===== src/tca_pkg.sv =====
// shared constants and types for the thermal conversion and alert block
package tca_pkg;
    // clock and conversion timing
    localparam int          CLK_HZ         = 200_000_000;
    localparam int          MS_PER_S       = 1000;
    localparam int          MS_CYCLES      = CLK_HZ / MS_PER_S;
    localparam int          MS_DIV_W       = 18;
    localparam int          CONV_PERIOD_MS = 100;
    localparam int          CONV_BUSY_MS   = 28;
    localparam logic [7:0]  PERIOD_DEF     = 8'(CONV_PERIOD_MS);
    localparam logic [7:0]  BUSY_LAST      = 8'(CONV_BUSY_MS - 1);
    localparam logic [7:0]  PERIOD_MIN     = 8'(CONV_BUSY_MS + 1);

    // field widths
    localparam int          TEMP_W         = 11;
    localparam int          LIMIT_W        = 9;
    localparam int          CFG_W          = 5;
    localparam int          CYCLE_W        = 8;

    // configuration bit positions
    localparam int          CFG_SHUTDOWN   = 0;
    localparam int          CFG_MODE       = 1;
    localparam int          CFG_POLARITY   = 2;
    localparam int          CFG_FQ_LSB     = 3;
    localparam int          CFG_FQ_MSB     = 4;

    // write selects
    localparam logic [1:0]  SEL_CFG        = 2'h0;
    localparam logic [1:0]  SEL_TOS        = 2'h1;
    localparam logic [1:0]  SEL_THYST      = 2'h2;
    localparam logic [1:0]  SEL_CYCLE      = 2'h3;

    // reset values: 80 and 75 degrees in half-degree steps
    localparam logic [4:0]  CFG_RST        = 5'h00;
    localparam logic [8:0]  TOS_RST        = 9'h0A0;
    localparam logic [8:0]  THYST_RST      = 9'h096;
    localparam logic [7:0]  CYCLE_RST      = 8'h00;
    localparam logic [10:0] TEMP_RST       = 11'h000;

    // target address: fixed upper nibble, pins fill the rest
    localparam logic [3:0]  ADDR_HI        = 4'h9;
    localparam logic [1:0]  BOOT_LATCH     = 2'h2;

    typedef enum logic {TCA_IDLE, TCA_BUSY} tca_state_t;

    typedef struct packed {
        tca_state_t                 st;
        logic [MS_DIV_W-1:0]        div;
        logic [7:0]                 ms;
        logic [TEMP_W-1:0]          temp;
        logic                       act;
        logic                       hyst_next;
        logic [2:0]                 faults;
        logic                       sd_prev;
        logic [CFG_W-1:0]           cfg;
        logic [LIMIT_W-1:0]         tos;
        logic [LIMIT_W-1:0]         thyst;
        logic [CYCLE_W-1:0]         cycle;
        logic                       oe;
        logic [6:0]                 addr;
        logic [1:0]                 boot;
        logic                       addr_ok;
    } tca_regs_t;

    // consecutive faults needed for each fault-queue code
    function automatic logic [2:0] tca_fault_limit(input logic [1:0] code);
        logic [2:0] lim;
        lim = 3'h1;
        unique case (code)
            2'h0: lim = 3'h1;
            2'h1: lim = 3'h2;
            2'h2: lim = 3'h4;
            2'h3: lim = 3'h6;
        endcase
        return lim;
    endfunction : tca_fault_limit
endpackage : tca_pkg


===== src/tca_sync.sv =====
// two-flop synchroniser for levels from outside the clock domain
`timescale 1ns/1ps
`default_nettype none
module tca_sync #(
    parameter int W = 1
) (
    input  wire logic         clock_in,
    input  wire logic         rst_n_in,
    input  wire logic [W-1:0] d_in,
    output var  logic [W-1:0] q_out
);
    logic [W-1:0] meta_r;

    always_ff @(posedge clock_in or negedge rst_n_in)
    begin
        if (!rst_n_in)
        begin
            meta_r <= '0;
            q_out  <= '0;
        end
        else
        begin
            meta_r <= d_in;
            q_out  <= meta_r;
        end
    end
endmodule : tca_sync
`default_nettype wire


===== src/tca_core.sv =====
// conversion scheduler, result store and over-temperature alert
// Behaviour
// - result kept as 11-bit signed, 0.125 C steps
// - result readable any time, conversion undisturbed
// - normal mode converts once per conversion period
// - 28 ms busy, then idle rest of period
// - shutdown stops conversions, keeps result, writes work
// - shutdown bit selects shutdown or normal
// - conversion starts at reset and on wake
// - each normal-mode conversion updates alert comparison
// - 9-bit limits, compare top nine result bits
// - alert mode bit picks comparator or interrupt
// - comparator: set above threshold, clear below hysteresis
// - comparator: reads and shutdown leave alert alone
// - interrupt: trip above threshold, held until read
// - interrupt: alternate threshold and hysteresis trips
// - interrupt: entering shutdown clears the alert
// - alert changes after programmed consecutive faults
// - polarity bit selects alert active level
// - reset: normal, comparator, 80/75 C, low, 1
// - result reads zero until first conversion ends
// - alert pin open-drain, never driven high
// - three address pins form low target address bits
// - conversion-cycle register programs period, zero is default
`timescale 1ns/1ps
`default_nettype none
module tca_core
    import tca_pkg::*;
#(
    parameter int MS_CYC = tca_pkg::MS_CYCLES
) (
    // clock and reset
    input  wire logic                         clock_in,
    input  wire logic                         rst_n_in,
    // register access from the bus logic, same clock
    input  wire logic                         wr_en_in,
    input  wire logic [1:0]                   wr_sel_in,
    input  wire logic [tca_pkg::LIMIT_W-1:0]  wr_data_in,
    input  wire logic                         reg_read_in,
    // converter sample and address pins, asynchronous
    input  wire logic [tca_pkg::TEMP_W-1:0]   adc_sample_in,
    input  wire logic                         addr_select_0_in,
    input  wire logic                         addr_select_1_in,
    input  wire logic                         addr_select_2_in,
    // register contents
    output var  logic [tca_pkg::TEMP_W-1:0]   temp_result_out,
    output var  logic [tca_pkg::CFG_W-1:0]    config_out,
    output var  logic [tca_pkg::LIMIT_W-1:0]  tos_out,
    output var  logic [tca_pkg::LIMIT_W-1:0]  thyst_out,
    output var  logic [tca_pkg::CYCLE_W-1:0]  conv_cycle_out,
    // status
    output var  logic                         conv_busy_out,
    output var  logic [6:0]                   bus_address_out,
    output var  logic                         bus_address_valid_out,
    // open-drain alert pin
    output var  logic                         thermal_alert_out,
    output var  logic                         thermal_alert_oe_out
);
    import tca_pkg::*;

    tca_regs_t                r_r;
    tca_regs_t                r_nxt;
    logic [TEMP_W-1:0]        sample_s;
    logic [2:0]               addr_s;
    logic                     tick;
    logic                     fin;
    logic                     start;
    logic                     wake;
    logic                     sd_enter;
    logic [7:0]               period;
    logic signed [LIMIT_W-1:0] t9;
    logic                     hot;
    logic                     cold;
    logic                     cond;
    logic [2:0]               fcount;

    // converter word is held steady by the converter while it is captured
    tca_sync #(
        .W (TEMP_W + 3)
    ) u_sync (
        .clock_in (clock_in),
        .rst_n_in (rst_n_in),
        .d_in     ({adc_sample_in, addr_select_2_in, addr_select_1_in, addr_select_0_in}),
        .q_out    ({sample_s, addr_s})
    );

    always_comb
    begin
        r_nxt = r_r;
        tick  = (r_r.div == MS_DIV_W'(MS_CYC - 1));
        r_nxt.div = tick ? '0 : r_r.div + 1'b1;
        if (tick)
        begin
            r_nxt.ms = r_r.ms + 8'h01;
        end

        if (r_r.cycle == CYCLE_RST)
        begin
            period = PERIOD_DEF;
        end
        else if (r_r.cycle < PERIOD_MIN)
        begin
            period = PERIOD_MIN;
        end
        else
        begin
            period = r_r.cycle;
        end

        wake     = r_r.sd_prev && !r_r.cfg[CFG_SHUTDOWN];
        sd_enter = !r_r.sd_prev && r_r.cfg[CFG_SHUTDOWN];
        r_nxt.sd_prev = r_r.cfg[CFG_SHUTDOWN];

        fin = (r_r.st == TCA_BUSY) && tick && (r_r.ms == BUSY_LAST) && !r_r.cfg[CFG_SHUTDOWN];
        start = !r_r.cfg[CFG_SHUTDOWN]
              && (((r_r.st == TCA_IDLE) && tick && (r_r.ms == period - 8'h01)) || wake);

        unique case (r_r.st)
            TCA_IDLE:
            begin
                if (start)
                begin
                    r_nxt.st  = TCA_BUSY;
                    r_nxt.div = '0;
                    r_nxt.ms  = '0;
                end
            end
            TCA_BUSY:
            begin
                if (fin)
                begin
                    r_nxt.st = TCA_IDLE;
                end
            end
        endcase
        // shutdown aborts a conversion, result untouched
        if (r_r.cfg[CFG_SHUTDOWN])
        begin
            r_nxt.st = TCA_IDLE;
        end

        // a read clears a pending interrupt
        if (reg_read_in && r_r.cfg[CFG_MODE])
        begin
            r_nxt.act = 1'b0;
        end
        if (sd_enter && r_r.cfg[CFG_MODE])
        begin
            r_nxt.act = 1'b0;
        end

        t9   = signed'(sample_s[TEMP_W-1:TEMP_W-LIMIT_W]);
        hot  = t9 > signed'(r_r.tos);
        cold = t9 < signed'(r_r.thyst);
        if (r_r.cfg[CFG_MODE])
        begin
            cond = !r_nxt.act && (r_r.hyst_next ? cold : hot);
        end
        else
        begin
            cond = r_r.act ? cold : hot;
        end
        fcount = r_r.faults + 3'h1;

        if (fin)
        begin
            r_nxt.temp = sample_s;
            if (cond)
            begin
                if (fcount >= tca_fault_limit(r_r.cfg[CFG_FQ_MSB:CFG_FQ_LSB]))
                begin
                    r_nxt.faults = '0;
                    if (r_r.cfg[CFG_MODE])
                    begin
                        r_nxt.act       = 1'b1;
                        r_nxt.hyst_next = !r_r.hyst_next;
                    end
                    else
                    begin
                        r_nxt.act = !r_r.act;
                    end
                end
                else
                begin
                    r_nxt.faults = fcount;
                end
            end
            else
            begin
                r_nxt.faults = '0;
            end
        end

        if (wr_en_in)
        begin
            unique case (wr_sel_in)
                SEL_CFG:   r_nxt.cfg   = wr_data_in[CFG_W-1:0];
                SEL_TOS:   r_nxt.tos   = wr_data_in;
                SEL_THYST: r_nxt.thyst = wr_data_in;
                SEL_CYCLE: r_nxt.cycle = wr_data_in[CYCLE_W-1:0];
            endcase
        end

        // pull low only, polarity chooses when
        r_nxt.oe = r_nxt.act ^ r_nxt.cfg[CFG_POLARITY];

        // latch pins once the synchroniser has settled
        if (!r_r.addr_ok)
        begin
            r_nxt.boot = r_r.boot + 2'h1;
            if (r_r.boot == BOOT_LATCH)
            begin
                r_nxt.addr    = {ADDR_HI, addr_s};
                r_nxt.addr_ok = 1'b1;
            end
        end
    end

    always_ff @(posedge clock_in or negedge rst_n_in)
    begin
        if (!rst_n_in)
        begin
            r_r <= '{st: TCA_BUSY, div: '0, ms: '0, temp: TEMP_RST, act: 1'b0,
                     hyst_next: 1'b0, faults: '0, sd_prev: 1'b0, cfg: CFG_RST,
                     tos: TOS_RST, thyst: THYST_RST, cycle: CYCLE_RST, oe: 1'b0,
                     addr: '0, boot: '0, addr_ok: 1'b0};
        end
        else
        begin
            r_r <= r_nxt;
        end
    end

    // registers are plain flop outputs; a read changes only the alert enable, and only in interrupt mode
    assign temp_result_out       = r_r.temp;
    assign config_out            = r_r.cfg;
    assign tos_out               = r_r.tos;
    assign thyst_out             = r_r.thyst;
    assign conv_cycle_out        = r_r.cycle;
    assign conv_busy_out         = (r_r.st == TCA_BUSY);
    assign bus_address_out       = r_r.addr;
    assign bus_address_valid_out = r_r.addr_ok;
    assign thermal_alert_oe_out  = r_r.oe;
    // open-drain: the data side of the pin is a constant low
    assign thermal_alert_out     = 1'b0;
endmodule : tca_core
`default_nettype wire


===== config.mk =====
export PLATFORM = sky130hd
export DESIGN_NAME = tca_core
export DESIGN_NICKNAME = d
export VERILOG_FILES = /design/src/tca_pkg.sv /design/src/tca_sync.sv /design/src/tca_core.sv
export SDC_FILE = /design/constraint.sdc
export NUM_CORES = 1
export LEC_CHECK = 0
export ABC_AREA = 1
export BUFFER_PORTS_ARGS = -buffer_cell sky130_fd_sc_hd__buf_4
export CORE_UTILIZATION = 41
export DETAILED_ROUTE_END_ITERATION = 10
export HOLD_SLACK_MARGIN = 0.02
export PLACE_DENSITY = 0.59
export SYNTH_ARGS = -nofsm -noshare
export SYNTH_HDL_FRONTEND = slang
export SYNTH_HIERARCHICAL = 1
export SYNTH_SLANG_ARGS = --single-unit

===== constraint.sdc =====
create_clock -name clock_in -period 3.1 [get_ports clock_in]
set_clock_uncertainty 0.1 [all_clocks]
set_input_delay 0.62 -clock clock_in [delete_from_list [all_inputs] [get_ports clock_in]]
set_output_delay 0.62 -clock clock_in [all_outputs]
set_load 0.01 [all_outputs]

==> results.yml <==
pwr:
  pwr-share-clk_pct: 32.2
  internal_power_w: 0.002609
  seqPwrFrac_pct: 44.7
  power.switching_w: 0.001263
  vdd.ir_drop.worst_mv: 0.3031
  p_per_area_nw_per_um2: 581.2
  p_sw_share_pct: 32.62
  p_comb_share_pct: 23.2
  leakage_nw: 3.357
setup_path:
  crit_type: "register to register"
  critPathLaunchType: "register"
  crit_fanout: 26
  critPathCaptureType: "register"
  required_ns: 3.22
  cp.arrival_ns: 2.93
place:
  io_buffers: 78
  dp_hpwl_um: 9327
  place_congestion: 0.8729
  pre_cts_ws_ns: 0.2941
  dp_cells: 876
floorplanning:
  die_w_um: 122.3
  core_um2: 13990
  start_util_pct: 42.42
  rows: 43
  ios: 82
  die_y_um: 122.3
  die_area_um2: 14960
cells_and_area:
  seqCellArea_um2: 2786
  nNetsFinal: 761
  final_cells: 892
  nFillCells: 1341
  syn2layout_area_growth_pct: 12.29
  multi_input_area_um2: 2364
  drive_above_1_share_pct: 22.33
  antenna_cells: 0
logic_synthesis:
  ys_ff_latch: 111
  avgSynthCellArea_um2: 8.818
  ys_warn_count: 6
  synthesis.area_um2: 5934
  synth_cell_types: 45
  yosysTopAreaCell: "dfrtp_1"
  async_flop_share_pct: 100.0
  synth.top_cell.area_share_pct: 43.85
  synth_edf_count: 0
  synth_ff_type: "dfrtp_1"
  seq_area_frac_synth_pct: 46.95
  syn_inst: 673
  synth_area_leaders: "dfrtp_1, nand2_1, buf_4, inv_1, ha_1"
sta:
  period_share_pct: 90.57
  fin_tns_setup_ns: 0
  finalHoldViolations: 0
  fin_crit_ns: 2.808
  worstMarginPinSlew_ns: 0.6327
  slew_viol_final: 0
  setup_viol: 0
  max_freq_mhz: 356.2
  hold_ws_ns: 0.1717
  fin_ws_ns: 0.2922
  rsz0062_at_grt: "false"
  slew-limit-headroom_pct: 57.82
grt:
  overflow: 0
  grt_max_degree: 48
  antenna_found_initial: 0
  grt_pass1_vias: 4266
  grt_pass1_wl_um: 21000
  grt_use_total_pct: 18.50
detailed_routing:
  ant_nets: 0
  drt-total-wl_um: 12410
  drt_iter0_drc: 282
  wire_per_inst_um: 13.91
  vias: 4316
  drc: 0
  vias_per_cell: 4.839
  drt-pass1-iter-count: 4
clock_tree:
  ctsHoldBuffers: 0
  cts_buffer_depth: 2
  insertion_delay_ns: 0.36
  cts_inserted_buffers: 9
  post_cts_buffers: 0
  cts.sinks: 111
  ctsResizeCount: 0
  cts_tree: "built"
  cts.clk_slew.worst_paths_ns: 0.08
  cts-root-buf: "clkbuf_16"
  cts-htree-levels: 3
hold_path:
  hold_path_class: "primary input to async pin"
run:
  cap_violations: 0
status:
  status: "finished clean"
[flip-flops by register name, indices dropped and copies added, names as in the netlist]
signal / cells
conv_busy_out: 1
u_sync/q_out: 14
thermal_alert_oe_out: 1
thyst_out: 9
temp_result_out: 11
r_r: 34
u_sync/meta_r: 14
tos_out: 9
bus_address_out: 4
config_out: 5
conv_cycle_out: 8
bus_address_valid_out: 1
[cell families after synthesis]
kind of cell | Yosys count | share of synthesized area [%]
other cells | 1 | 0.06319
mux | 4 | 0.7379
xor+xnor | 16 | 2.361
buf+inv | 152 | 13.39
simple gates | 272 | 21.86
compound gates | 92 | 9.361
flops | 111 | 46.95
fa+ha+maj | 25 | 5.271
[layer usage]
layer	track usage [%]	vias to the layer above	wire, um
li1	-	2171	-
met1	23.18	2040	5512
met2	30.23	88	6066
met3	4.972	17	528
met4	7.317	0	300
met5	0	-	0
[Yosys cell counts, types with 2 or more instances]
library cell	instances
buf_4	50
nand4_1	10
nand3_2	3
o21ai_0	46
nor2_4	4
and3_1	2
a21oi_1	16
nand2_4	6
o21ai_1	2
nor2_2	2
a21oi_2	20
nand2_2	2
inv_2	3
nand2_1	154
inv_1	88
a21o_1	2
xor2_1	10
buf_12	2
nor4_1	7
dfrtp_1	104
nand3_1	31
clkbuf_1	7
nor3_1	5
or2_2	3
dfstp_2	7
mux2_2	3
nor2_1	34
nor3_2	3
nand3b_1	2
xnor2_1	6
ha_1	25
[worst max-delay path: stages (launching register included)]
cell,delay (ns)
dfrtp_1,0.48
nor2_4,0.18
nand2_4,0.08
inv_4,0.07
o21ai_2,0.05
nand2_1,0.12
nand2_4,0.08
ha_1,0.22
nor2_1,0.10
nor2_1,0.06
xor2_1,0.15
inv_1,0.05
nand3_1,0.06
nor2_1,0.10
nand3_1,0.09
nor2_2,0.09
nand3_2,0.10
nand2_4,0.34
a21oi_1,0.13
[layout by cell type (no fill, tap or decap), types with 2 or more instances in the layout]
cell,n
nand3b_1,2
or2_2,3
clkbuf_16,9
nand3_1,31
nor2_1,33
nor3_2,3
a21o_1,2
o21ai_0,46
conb_1,3
mux2_2,3
o21ai_1,2
nor3_1,5
nand3_2,3
inv_1,88
nand4_1,10
nand2_2,2
ha_1,25
inv_8,2
inv_6,2
and3_1,2
a21oi_2,20
nor2_4,4
dfstp_2,7
dfrtp_1,104
buf_4,80
xnor2_1,6
inv_2,3
xor2_1,10
a21oi_1,16
nand2_1,154
nand2_4,6
nor4_1,7
nor2_2,3
[through the flow]
stage | util (%) | total power (W) | instance area (um^2)
4_1_cts | 47.64 | 0.003928 | 6664
3_5_place_dp | 45.35 | 0.002666 | 6344
3_3_place_gp | 45.35 | 0.002643 | 6344
2_1_floorplan | - | 0.002435 | 5942
5_1_grt | 47.64 | 0.004121 | 6664
6_report | 47.64 | 0.003873 | 6664
[power groups by stage]
stage	clock [W]	combinational (W)	sequential [W]
after global routing	0.00134	0.00103	0.00175
after floorplan	0	0.000713	0.00172
after CTS	0.00129	0.000911	0.00173
after global placement	0	0.000891	0.00175
after detailed placement	0	0.000907	0.00176
final	0.00125	0.000898	0.00173
[area by class of cell]
type | count | area share, %
well taps | 180 | 3.380
repair buffers | 81 | 9.313
clock buffers | 9 | 3.380
clock inverters | 7 | 1.427
multi-input cells | 412 | 35.47
inverters | 92 | 5.220
flip-flops and latches | 111 | 41.81
[worst paths after layout]
check	slack, ns	endpoint	cells past startpoint	start
worst min-delay path	0.17	r_r[1]$_DFFE_PN0N_	1	rst_n_in
min in group clock_in	0.25	u_sync/q_out[9]$_DFF_PN0_	0	u_sync/meta_r[9]$_DFF_PN0_
worst max register to register	0.29	r_r[59]$_DFF_PN0_	18	conv_cycle_out[6]$_DFFE_PN0P_
worst min register to register	0.25	u_sync/q_out[9]$_DFF_PN0_	0	u_sync/meta_r[9]$_DFF_PN0_
worst max-delay path	0.29	r_r[59]$_DFF_PN0_	18	conv_cycle_out[6]$_DFFE_PN0P_
max in group asynchronous	1.99	conv_cycle_out[0]$_DFFE_PN0P_	2	rst_n_in
(Power assumes the default switching activity.)
